## src/pod_defs.svh

```systemverilog
// Purpose: numeric constants of the pwm output-disable unit
// Assumes: included by bare name in the package and the bench; the other files use its macros without an include
// Notes: offsets are byte addresses on the apb slave
`ifndef POD_DEFS_SVH
`define POD_DEFS_SVH
// ****************************************
// register map
// ****************************************
`define POD_OFS_MODE    8'h00
`define POD_OFS_ALVL    8'h04
`define POD_OFS_SWREQ   8'h08
`define POD_OFS_CH0EN   8'h0C
`define POD_OFS_STAT    8'h10
`define POD_OFS_MASK    8'h14
`define POD_OFS_PINS    8'h18
// ****************************************
// fields and counts
// ****************************************
`define POD_SW34_BIT    0
`define POD_SWALL_BIT   1
`define POD_CH0C_BIT    0
`define POD_CH0D_BIT    1
`define POD_ST_FLT      0
`define POD_ST_SHORT    3
`define POD_ST_OSC      6
`define POD_ST_CMP      7
`define POD_PIN_CH0C    2
`define POD_PIN_CH0D    3
`define POD_PIN_PAIR    4
`define POD_SAMPLES     5'h10
`define POD_DIV8_MASK   7'h07
`define POD_DIV16_MASK  7'h0F
`define POD_DIV128_MASK 7'h7F
`endif

```

## src/pod_pkg.sv

```systemverilog
// Purpose: shared types of the pwm output-disable unit
// Assumes: pod_defs.svh holds every numeric constant
// Notes: sample tick decode is shared by all fault inputs
package pod_pkg;
`include "pod_defs.svh"
  typedef enum logic [1:0] {POD_EDGE, POD_DIV8, POD_DIV16, POD_DIV128} pod_mode_t;

  function automatic logic pod_tick(input pod_mode_t m, input logic [6:0] c);
    logic [6:0] msk;
    case (m)
      POD_DIV8:  msk = `POD_DIV8_MASK;
      POD_DIV16: msk = `POD_DIV16_MASK;
      default:   msk = `POD_DIV128_MASK;
    endcase
    return (c & msk) == msk;
  endfunction
endpackage

```

## src/pod_flt_if.sv

```systemverilog
// Purpose: link between the top and one fault input detector
// Assumes: all signals on the top clock
// Notes: hit is a level in sampled modes, a pulse in edge mode
`timescale 1ns/1ps
interface pod_flt_if
  import pod_pkg::*;
  ();
  pod_mode_t mode;
  logic      tick;
  logic      lvl_n;
  logic      hit;
  modport det (input mode, input tick, input lvl_n, output hit);
  modport ctl (output mode, output tick, output lvl_n, input hit);
endinterface

```

## src/pod_fault_det.sv

```systemverilog
// Purpose: falling edge or sampled low-level detector
// Assumes: lvl_n is already synchronised
// Notes: one high sample restarts the low count
`timescale 1ns/1ps
module pod_fault_det
  import pod_pkg::*;
(
  // clock and reset
  input wire logic clk_i,
  input wire logic rst_n_i,
  // fault link
  pod_flt_if.det   flt
);
  logic       lvl_q;
  logic [4:0] cnt_q;
  logic [4:0] cnt_d;
  wire        lvl_mode = (flt.mode != POD_EDGE);
  wire        full     = (cnt_q == `POD_SAMPLES);

  always_comb begin
    cnt_d = cnt_q;
    if (!lvl_mode)
      cnt_d = '0;
    else if (flt.tick)
      cnt_d = flt.lvl_n ? '0 : (full ? cnt_q : cnt_q + 5'h01);
  end

  always_ff @(posedge clk_i or negedge rst_n_i) begin
    if (!rst_n_i) begin
      lvl_q <= 1'b1;
      cnt_q <= '0;
    end else begin
      lvl_q <= flt.lvl_n;
      cnt_q <= cnt_d;
    end
  end

  assign flt.hit = lvl_mode ? full : (lvl_q & ~flt.lvl_n);
endmodule

```

## src/pod_short_cmp.sv

```systemverilog
// Purpose: simultaneous active level check of one pin pair
// Assumes: timer levels come from the same clock
// Notes: registered so a one-cycle overlap is enough
`timescale 1ns/1ps
module pod_short_cmp (
  // clock and reset
  input  wire logic clk_i,
  input  wire logic rst_n_i,
  // pair levels and their active levels
  input  wire logic a_i,
  input  wire logic b_i,
  input  wire logic al_a_i,
  input  wire logic al_b_i,
  // result
  output logic      short_o
);
  wire both_act = (a_i == al_a_i) && (b_i == al_b_i);

  always_ff @(posedge clk_i or negedge rst_n_i) begin
    if (!rst_n_i)
      short_o <= 1'b0;
    else
      short_o <= both_act;
  end
endmodule

```

## src/pod_top.sv

```systemverilog
// Purpose: output-disable unit for complementary pwm timer pins
// Assumes: apb master on clk_i, fault and event inputs asynchronous
// Notes: pin order ch0 a,b,c,d, ch3 b,d, ch4 a,c, ch4 b,d
`timescale 1ns/1ps
module pod_top
  import pod_pkg::*;
(
  // clock and reset
  input  wire logic        clk_i,
  input  wire logic        rstn_i,
  // apb slave
  input  wire logic [7:0]  paddr_i,
  input  wire logic        psel_i,
  input  wire logic        penable_i,
  input  wire logic        pwrite_i,
  input  wire logic [31:0] pwdata_i,
  output logic      [31:0] prdata_o,
  output logic             pready_o,
  output logic             pslverr_o,
  // fault sources
  input  wire logic        fault_input_a_n_i,
  input  wire logic        fault_input_b_n_i,
  input  wire logic        fault_input_c_n_i,
  input  wire logic        osc_stop_i,
  input  wire logic        analog_comparator_i,
  // timer side, one bit per pin
  input  wire logic [9:0]  tmr_out_i,
  input  wire logic [9:0]  tmr_oe_i,
  // pin side
  output logic      [9:0]  pin_o,
  output logic      [9:0]  pin_oe_o,
  // interrupt
  output logic             irq_o
);
  // ****************************************
  // reset release
  // ****************************************
  logic [1:0] rsync_q;
  wire        rst_n = rsync_q[1];

  always_ff @(posedge clk_i or negedge rstn_i) begin
    if (!rstn_i)
      rsync_q <= '0;
    else
      rsync_q <= {rsync_q[0], 1'b1};
  end

  // ****************************************
  // input synchronisers
  // ****************************************
  logic [2:0] flt1_q;
  logic [2:0] flt2_q;
  logic [1:0] ev1_q;
  logic [1:0] ev2_q;
  wire        osc_s = ev2_q[0];
  wire        cmp_s = ev2_q[1];

  always_ff @(posedge clk_i or negedge rst_n) begin
    if (!rst_n) begin
      flt1_q <= 3'h7;
      flt2_q <= 3'h7;
      ev1_q  <= 2'h0;
      ev2_q  <= 2'h0;
    end else begin
      flt1_q <= {fault_input_c_n_i, fault_input_b_n_i, fault_input_a_n_i};
      flt2_q <= flt1_q;
      ev1_q  <= {analog_comparator_i, osc_stop_i};
      ev2_q  <= ev1_q;
    end
  end

  // ****************************************
  // registers
  // ****************************************
  logic [5:0]  mode_q;
  logic [5:0]  alvl_q;
  logic [1:0]  swreq_q;
  logic [1:0]  ch0en_q;
  logic [7:0]  stat_q;
  logic [7:0]  stat_d;
  logic [7:0]  mask_q;
  logic [9:0]  hiz_q;
  logic [6:0]  pre_q;
  logic [31:0] rdata_q;
  logic        ready_q;
  logic        err_q;
  logic        irq_q;
  logic [9:0]  pin_q;
  logic [9:0]  pin_oe_q;

  // ****************************************
  // apb decode
  // ****************************************
  wire access   = psel_i & penable_i;
  wire do_wr    = access & ready_q & pwrite_i;
  wire sel_mode = (paddr_i == `POD_OFS_MODE);
  wire sel_alvl = (paddr_i == `POD_OFS_ALVL);
  wire sel_swr  = (paddr_i == `POD_OFS_SWREQ);
  wire sel_ch0  = (paddr_i == `POD_OFS_CH0EN);
  wire sel_stat = (paddr_i == `POD_OFS_STAT);
  wire sel_mask = (paddr_i == `POD_OFS_MASK);
  wire sel_pins = (paddr_i == `POD_OFS_PINS);
  wire mapped   = sel_mode | sel_alvl | sel_swr | sel_ch0 |
                  sel_stat | sel_mask | sel_pins;
  wire [31:0] rd_word =
      sel_mode ? {26'h0, mode_q}  :
      sel_alvl ? {26'h0, alvl_q}  :
      sel_swr  ? {30'h0, swreq_q} :
      sel_ch0  ? {30'h0, ch0en_q} :
      sel_stat ? {24'h0, stat_q}  :
      sel_mask ? {24'h0, mask_q}  :
      sel_pins ? {22'h0, hiz_q}   : 32'h0;

  // one wait state: ready rises in the second access cycle
  always_ff @(posedge clk_i or negedge rst_n) begin
    if (!rst_n) begin
      ready_q <= 1'b0;
      err_q   <= 1'b0;
      rdata_q <= '0;
    end else begin
      ready_q <= access & ~ready_q;
      err_q   <= access & ~ready_q & ~mapped;
      if (access & ~ready_q)
        rdata_q <= pwrite_i ? 32'h0 : rd_word;
    end
  end

  always_ff @(posedge clk_i or negedge rst_n) begin
    if (!rst_n) begin
      mode_q  <= '0;
      alvl_q  <= '0;
      swreq_q <= '0;
      ch0en_q <= '0;
      mask_q  <= '0;
    end else if (do_wr) begin
      if (sel_mode)
        mode_q <= pwdata_i[5:0];
      if (sel_alvl)
        alvl_q <= pwdata_i[5:0];
      if (sel_swr)
        swreq_q <= pwdata_i[1:0];
      if (sel_ch0)
        ch0en_q <= pwdata_i[1:0];
      if (sel_mask)
        mask_q <= pwdata_i[7:0];
    end
  end

  // ****************************************
  // fault input detectors
  // ****************************************
  logic [2:0] flt_hit;
  pod_flt_if u_fif[3] ();

  for (genvar i = 0; i < 3; i++) begin : g_flt
    assign u_fif[i].mode  = pod_mode_t'(mode_q[2*i +: 2]);
    assign u_fif[i].tick  = pod_tick(pod_mode_t'(mode_q[2*i +: 2]), pre_q);
    assign u_fif[i].lvl_n = flt2_q[i];
    assign flt_hit[i]     = u_fif[i].hit;
    pod_fault_det u_det (
      .clk_i   (clk_i),
      .rst_n_i (rst_n),
      .flt     (u_fif[i])
    );
  end

  // free running divider for the sampling ticks
  always_ff @(posedge clk_i or negedge rst_n) begin
    if (!rst_n)
      pre_q <= '0;
    else
      pre_q <= pre_q + 7'h01;
  end

  // ****************************************
  // short circuit comparators
  // ****************************************
  logic [2:0] short;

  for (genvar p = 0; p < 3; p++) begin : g_pair
    pod_short_cmp u_cmp (
      .clk_i   (clk_i),
      .rst_n_i (rst_n),
      .a_i     (tmr_out_i[`POD_PIN_PAIR + 2*p]),
      .b_i     (tmr_out_i[`POD_PIN_PAIR + 2*p + 1]),
      .al_a_i  (alvl_q[2*p]),
      .al_b_i  (alvl_q[2*p + 1]),
      .short_o (short[p])
    );
  end

  // ****************************************
  // detection flags
  // ****************************************
  wire [7:0] src = {cmp_s, osc_s, short, flt_hit};
  wire [7:0] clr = (do_wr & sel_stat) ? pwdata_i[7:0] : 8'h00;

  // a live cause re-sets its flag, so a clear only sticks once it is gone
  always_comb stat_d = src | (stat_q & ~clr);

  always_ff @(posedge clk_i or negedge rst_n) begin
    if (!rst_n)
      stat_q <= '0;
    else
      stat_q <= stat_d;
  end

  // ****************************************
  // high impedance control
  // ****************************************
  wire flt_any = |stat_q[`POD_ST_FLT +: 3];
  wire sh_any  = |stat_q[`POD_ST_SHORT +: 3];
  wire osc_f   = stat_q[`POD_ST_OSC];
  wire cmp_f   = stat_q[`POD_ST_CMP];
  wire sw34    = swreq_q[`POD_SW34_BIT];
  wire swall   = swreq_q[`POD_SWALL_BIT];
  // ch0 pins are not shorted-pair targets
  wire hiz_ch0 = flt_any | osc_f | cmp_f | swall;
  wire hiz_pwm = hiz_ch0 | sh_any | sw34;
  wire [9:0] hiz = {{6{hiz_pwm}},
                    hiz_ch0 & ch0en_q[`POD_CH0D_BIT],
                    hiz_ch0 & ch0en_q[`POD_CH0C_BIT],
                    {2{hiz_ch0}}};

  always_ff @(posedge clk_i or negedge rst_n) begin
    if (!rst_n) begin
      hiz_q    <= '0;
      pin_q    <= '0;
      pin_oe_q <= '0;
      irq_q    <= 1'b0;
    end else begin
      hiz_q    <= hiz;
      pin_q    <= tmr_out_i;
      pin_oe_q <= tmr_oe_i & ~hiz;
      irq_q    <= |(stat_q & mask_q);
    end
  end

  assign pin_o     = pin_q;
  assign pin_oe_o  = pin_oe_q;
  assign irq_o     = irq_q;
  assign prdata_o  = rdata_q;
  assign pready_o  = ready_q;
  assign pslverr_o = err_q;
endmodule

```

## config.mk

```make
export PLATFORM = sky130hd
export DESIGN_NAME = pod_top
export DESIGN_NICKNAME = d
export VERILOG_FILES = /design/src/pod_pkg.sv /design/src/pod_flt_if.sv /design/src/pod_fault_det.sv /design/src/pod_short_cmp.sv /design/src/pod_top.sv
export VERILOG_INCLUDE_DIRS = /design/src
export SDC_FILE = /design/constraint.sdc
export NUM_CORES = 1
export LEC_CHECK = 0
export BUFFER_PORTS_ARGS = -buffer_cell sky130_fd_sc_hd__buf_4
export CAP_MARGIN = 5
export CORE_MARGIN = 5
export CORE_UTILIZATION = 58
export DETAILED_ROUTE_END_ITERATION = 10
export PLACE_DENSITY = 0.91
export SLEW_MARGIN = 20
export SYNTH_ARGS = -nofsm -noshare
export SYNTH_HDL_FRONTEND = slang
export SYNTH_HIERARCHICAL = 1
export SYNTH_SLANG_ARGS = --single-unit
```

## constraint.sdc

```tcl
create_clock -name clk_i -period 4.9 [get_ports clk_i]
set_input_delay 0.49 -clock clk_i [delete_from_list [all_inputs] [get_ports clk_i]]
set_output_delay 0.49 -clock clk_i [all_outputs]
set_load 0.05 [all_outputs]
```

==> results of run 1 <==
## layout make-up
class	instances	area share
well taps	108	0.0231
clock buffers	9	0.0212
repair buffers	80	0.103
clock inverters	7	0.00985
flip-flops and latches	108	0.465
multi-input cells	288	0.367
inverters	17	0.0109
## what timing repair did
| action | in CTS | in global routing |
|---|---|---|
| endpoints found under the hold margin | 2 | 0 |
| hold buffers | 1 | 0 |
| setup buffers | 0 | 0 |
## cell usage after synthesis, drive strengths merged (2+ instances only)
library cell  number
and2               9
o21a               4
a31o               3
a32oi              3
a22oi              4
nor3b              4
inv               17
nand4bb            3
a211oi             3
o31ai              4
and4bb             3
o22ai              7
mux2i              6
and2b              4
o21ai             30
nor4               3
xor2               8
nand4              3
or3                4
or2                2
buf               27
ha                10
or4                4
clkbuf             6
nand2b             4
nor2b              5
nand3             10
o32ai              3
nor2              21
a221oi             3
mux2              28
xnor2              3
dfstp              9
a21o               8
a21oi              7
dfrtp             99
and3               5
conb               2
nand3b            16
nand2             23
## worst max-delay path: stages
cell and delay (ns):
buf_4 0.11, or3_1 0.56, or3_1 0.46, nor4_4 0.55
mux2_2 0.41
## cell families (layout without fill, tap and decap cells)
family                     after synthesis  in the layout  share of synthesized area
xor gates and xnor gates                11             11                     0.0190
DFF                                    108            108                      0.535
buffers and inverters                   50            113                     0.0586
and+or+nand+nor                        127            127                      0.166
muxes                                   34             34                     0.0843
AOI/OAI and AO/OA                       83             83                      0.111
adders and majority gates               10             10                     0.0246
other                                    2             23                    0.00148
## worst paths after layout
kind	startpoint	end	slack, ns
max	paddr_i[5]	alvl_q[4]	2.58
min	osc_stop_i	ev1_q[0]	0.21
max reg2reg	pready_o	prdata_o[6]	2.73
min reg2reg	ev1_q[1]	ev2_q[1]	0.36
max in group asynchronous	rsync_q[1]	ch0en_q[1]	3.45
min in group asynchronous	rstn_i	rsync_q[0]	0.44
## metal layers
metal / wire (um) / vias up / share of wire / track usage
met3: 674 / 34 / 0.060 / 0.0404
met1: 4300 / 1802 / 0.39 / 0.259
met4: 343 / 0 / 0.031 / 0.0918
met5: 0 / - / 0 / 0
met2: 5840 / 130 / 0.52 / 0.368
li1: - / 1626 / - / -
## sequential cells by signal (all words and copies together), names as in the netlist, 3 cells and up
name                  cells
stat_q                    8
pre_q                     7
hiz_q                     4
g_pair.u_cmp/short_o      3
alvl_q                    6
mode_q                    6
g_flt.u_det/cnt_q        15
mask_q                    8
g_flt.u_det/lvl_q         3
prdata_o                  9
flt1_q                    3
pin_oe_o                 10
pin_o                    10
flt2_q                    3
## metrics by stage
step            util  hold WS [ns]  total power [mW]
6_report       0.677         0.212              1.58
3_5_place_dp   0.655         0.275              1.09
3_3_place_gp   0.655         0.273              1.09
5_1_grt        0.677         0.199              1.64
4_1_cts        0.677         0.211              1.59
2_1_floorplan      -         0.194              1.05
## power by group through the flow
stage / clock network [mW] / registers [mW] / logic, mW
final: 0.507 / 0.927 / 0.147
after detailed placement: 0 / 0.944 / 0.146
after CTS: 0.512 / 0.927 / 0.147
after global placement: 0 / 0.943 / 0.143
after global routing: 0.553 / 0.931 / 0.156
after floorplan: 0 / 0.967 / 0.0781
==> flow_metrics.env, run 1 <==
export IMPL_seq_area_um2=2720
export IMPL_cts_clk_slew_worst_paths_ns=0.11
export IMPL_dieArea_um2=10700
export IMPL_hold_viol=0
export IMPL_synth_top_area_share=0.488
export IMPL_syn_area_um2=5080
export IMPL_power_frac_seq=0.586
export IMPL_grt_pass1_vias=3751
export IMPL_path_class="in2reg"
export IMPL_multi_input_area_um2=2140
export IMPL_relSlewSlack=0.406
export IMPL_rsz0062_at_grt="false"
export IMPL_critPathLaunchType="input pin"
export IMPL_vias=3592
export IMPL_synth_cell_types=58
export IMPL_max_freq_mhz=431
export IMPL_htree_num_levels=3
export IMPL_fillers=594
export IMPL_gp_congestion=0.969
export IMPL_nets=584
export IMPL_ys_flop_type="dfrtp_1"
export IMPL_final_cell_mix="98 x dfrtp_1, 79 x buf_4, 27 x o21ai_0"
export IMPL_cp_max_fo=13
export IMPL_run_status="finished clean"
export IMPL_antenna_found_initial=0
export IMPL_grt_pass1_wl_um=18700
export IMPL_overflow=0
export IMPL_postPlaceCellArea_um2=5650
export IMPL_drt_iter0_markers=293
export IMPL_end_kind="flip-flop"
export IMPL_p_per_area_nw_per_um2=270
export IMPL_core_um2=8640
export IMPL_worst_ep_arrival_time_ns=2.58
export IMPL_holdPathStages=1
export IMPL_vias_per_cell=5.82
export IMPL_dp_final_hpwl_um=8030
export IMPL_cts_buffers=9
export IMPL_die_height_um=104
export IMPL_rows=34
export IMPL_ant_nets=0
export IMPL_netSwitchingPower_mw=0.436
export IMPL_dp_cells=600
export IMPL_synth_top_cell_by_area="dfrtp_1"
export IMPL_syn_avg_cell_area_um2=11.9
export IMPL_yosysWarnings=6
export IMPL_hold_class="in2reg"
export IMPL_grt_max_degree=68
export IMPL_grtUsageTotal=0.213
export IMPL_n_antenna_cell=0
export IMPL_power_internal_mw=1.15
export IMPL_synthArstFlopShare=1.00
export IMPL_cts_tree="built"
export IMPL_die_width_um=104
export IMPL_leakagePower_nw=2.68
export IMPL_maxCapViolCount=0
export IMPL_clockBufferDepth=2
export IMPL_synth_seq_area_share=0.534
export IMPL_ios=125
export IMPL_p_sw_frac=0.276
export IMPL_synth_area_leaders="dfrtp_1 49%, dfstp_2 4.7%, mux2_4 4.1%"
export IMPL_wl_um=11200
export IMPL_pre_cts_ws_ns=2.19
export IMPL_layout_commonest_cell="dfrtp_1"
export IMPL_cp_required_ns=5.16
export IMPL_insertion_delay_ns=0.37
export IMPL_p_clk_frac=0.321
export IMPL_root_buffer="clkbuf_8"
export IMPL_fin_setup_tns_ns=0
export IMPL_period_minus_slack_ns=2.32
export IMPL_maxSlewViolCount=0
export IMPL_drc=0
export IMPL_port_buffers=78
export IMPL_worst_slew_pin_slew_ns=0.883
export IMPL_worst_slack_ns=2.58
export IMPL_finalCritPeriodShare=0.474
export IMPL_stdcell_count=617
export IMPL_cts_sinks=108
export IMPL_area_delta_synth_final_pct=15.1
export IMPL_initial_utilization=0.588
export IMPL_fin_skew_ns=0.0131
export IMPL_reg2reg_depth=4
export IMPL_final_area_um2=5850
export IMPL_wire_per_inst_um=18.1
export IMPL_ir_worst_vdd_mv=0.294
export IMPL_synth_edf_count=0
export IMPL_synthCells=425
export IMPL_drive_above_1_share=0.291
export IMPL_combinationalPowerShare=0.093
export IMPL_setup_violations=0
export IMPL_cts_resized=0
export IMPL_ys_ff_latch=108
export IMPL_first_pass_iters=4
No activity file was read; power rests on OpenSTA's default activity.
==> run 2, diff against run 1 <==
CORE_UTILIZATION = 48   (was 58)
PLACE_DENSITY = 0.81   (was 0.91)
clock period = 2 ns   (was 4.9 ns; I/O delays follow)
==> run 2 against run 1 <==
Critical path depth down 1. Sequential cell count unchanged. First-iteration DRC count shrank 39%. Sequential share of layout area shrank 3.0 points. Critical endpoint is now mask_q[3]. Largest power group unchanged.
==> flow_metrics.env, run 2 (synthesis gave the netlist of run 1 again) <==
export IMPL_run_status="finished clean"
export IMPL_worst_slew_pin_slew_ns=0.555
export IMPL_power_internal_mw=3.01
export IMPL_maxCapViolCount=0
export IMPL_dieArea_um2=12700
export IMPL_ios=125
export IMPL_insertion_delay_ns=0.37
export IMPL_first_pass_iters=4
export IMPL_netSwitchingPower_mw=1.09
export IMPL_final_cell_mix="99 x buf_4, 98 x dfrtp_1, 27 x o21ai_0"
export IMPL_cp_slowest_cell="or4_4"
export IMPL_dp_final_hpwl_um=8440
export IMPL_worst_path_largest_cell_delay_ns=0.56
export IMPL_relSlewSlack=0.628
export IMPL_clockBufferDepth=2
export IMPL_met2_length_um=6000
export IMPL_path_class="reg2reg"
export IMPL_drive_above_1_share=0.316
export IMPL_power_frac_seq=0.551
export IMPL_grt_max_degree=38
export IMPL_drt_iter0_markers=180
export IMPL_worst_ep_arrival_time_ns=2.08
export IMPL_finalCritPeriodShare=0.910
export IMPL_grt_pass1_vias=3894
export IMPL_largest_reg_flops=15
export IMPL_crit_chain="and4_1, nand2_1, or4_4, mux2_4"
export IMPL_cts_clk_slew_worst_paths_ns=0.10
export IMPL_pre_cts_ws_ns=-0.0655
export IMPL_htree_num_levels=3
export IMPL_die_height_um=113
export IMPL_rsz0062_at_grt="false"
export IMPL_leakagePower_nw=2.87
export IMPL_overflow=0
export IMPL_drc=0
export IMPL_dp_cells=649
export IMPL_rows=37
export IMPL_stdcell_count=681
export IMPL_layout_commonest_cell="buf_4"
export IMPL_top_layer_used="met4"
export IMPL_setup_violations=0
export IMPL_grtUsageTotal=0.192
export IMPL_end_kind="flip-flop"
export IMPL_critPathLaunchType="flip-flop"
export IMPL_die_width_um=113
export IMPL_period_minus_slack_ns=1.82
export IMPL_area_delta_synth_final_pct=23.1
export IMPL_cts_buffers=9
export IMPL_maxSlewViolCount=0
export IMPL_p_sw_frac=0.265
export IMPL_wire_per_inst_um=17.2
export IMPL_drt_met1_wl_um=4600
export IMPL_p_per_area_nw_per_um2=656
export IMPL_hold_viol=0
export IMPL_combinationalPowerShare=0.102
export IMPL_gp_congestion=0.939
export IMPL_vias_per_cell=5.42
export IMPL_cp_top_family="simple AND/OR/NAND/NOR gates"
export IMPL_port_buffers=78
export IMPL_antenna_found_initial=0
export IMPL_top_register="g_flt.u_det/cnt_q"
export IMPL_hold_class="in2reg"
export IMPL_cts_tree="built"
export IMPL_wl_um=11700
export IMPL_core_um2=10300
export IMPL_initial_utilization=0.492
export IMPL_cp_max_fo=8
export IMPL_fin_skew_ns=0.0144
export IMPL_cp_required_ns=2.26
export IMPL_grt_pass1_wl_um=19400
export IMPL_cts_setup_buffers=0
export IMPL_vias=3692
export IMPL_ant_nets=0
export IMPL_p_clk_frac=0.346
export IMPL_nets=620
export IMPL_worst_slack_ns=0.180
export IMPL_root_buffer="clkbuf_8"
export IMPL_met3_length_um=689
export IMPL_crit_buf_inv=0
export IMPL_max_freq_mhz=549
export IMPL_cts_sinks=108
export IMPL_n_antenna_cell=0
export IMPL_ir_worst_vdd_mv=0.621
[run 2: cell types whose count changed in the layout (fill, tap and decap cells not counted)]
cell	previous run	this run
a21oi_1	7	4
a21oi_2	0	3
buf_12	0	1
buf_4	79	99
bufinv_16	0	1
clkbuf_8	9	10
clkinv_4	1	2
clkinv_8	0	1
clkinvlp_4	3	0
dlygate4sd3_1	1	16
inv_6	3	2
[run 2: per-stage QoR]
step / power, mW / TNS, ns / area, um^2 / hold slack [ns] / util
global route: 4.28 / 0 / 6250 / 0.0134 / 0.605
floorplan: 2.56 / 0 / 5160 / -0.0956 / -
CTS: 4.14 / 0 / 6240 / 0.0111 / 0.604
detailed placement: 2.70 / -0.349 / 5860 / -0.0162 / 0.568
global placement: 2.69 / -0.239 / 5860 / -0.0179 / 0.568
finish: 4.10 / 0 / 6250 / 0.0297 / 0.605
[run 2: what timing repair did]
item / in CTS / in global routing
gates resized for setup: 0 / 3
endpoints found under the setup margin: 0 / 6
hold endpoints to repair: 17 / 0
hold buffers: 16 / 0
[run 2: cell type report]
cell class                 count  area [um^2]
clock buffer                  10          138
clock inverter                 6         81.3
fill                         792         4070
inverter                      17         63.8
multi-input combinational    288         2160
sequential                   108         2720
tap                          136          170
timing repair buffer         116          923
[run 2: layer usage]
layer,up-vias,global-route usage
met4,0,0.0833
li1,1705,-
met2,135,0.333
met1,1820,0.227
met5,-,0
met3,32,0.0428
[run 2: power groups by stage]
stage | clock [mW] | combinational [mW] | sequential [mW]
3_3_place_gp | 0 | 0.386 | 2.30
2_1_floorplan | 0 | 0.191 | 2.37
6_report | 1.42 | 0.420 | 2.26
4_1_cts | 1.46 | 0.419 | 2.26
5_1_grt | 1.56 | 0.448 | 2.27
3_5_place_dp | 0 | 0.393 | 2.30
[run 2: path summary, 6_finish.rpt]
kind / startpoint / slack, ns / cells past startpoint / endpoint
hold / removal: tmr_oe_i[8] / 0.03 / 2 / pin_oe_o[8]
min in group asynchronous: rstn_i / 0.12 / 2 / rsync_q[1]
setup / recovery: pready_o / 0.18 / 4 / mask_q[3]
max in group asynchronous: rsync_q[1] / 1.04 / 1 / flt2_q[1]
hold reg to reg: rsync_q[1] / 0.30 / 0 / stat_q[6]
setup reg to reg: pready_o / 0.18 / 4 / mask_q[3]
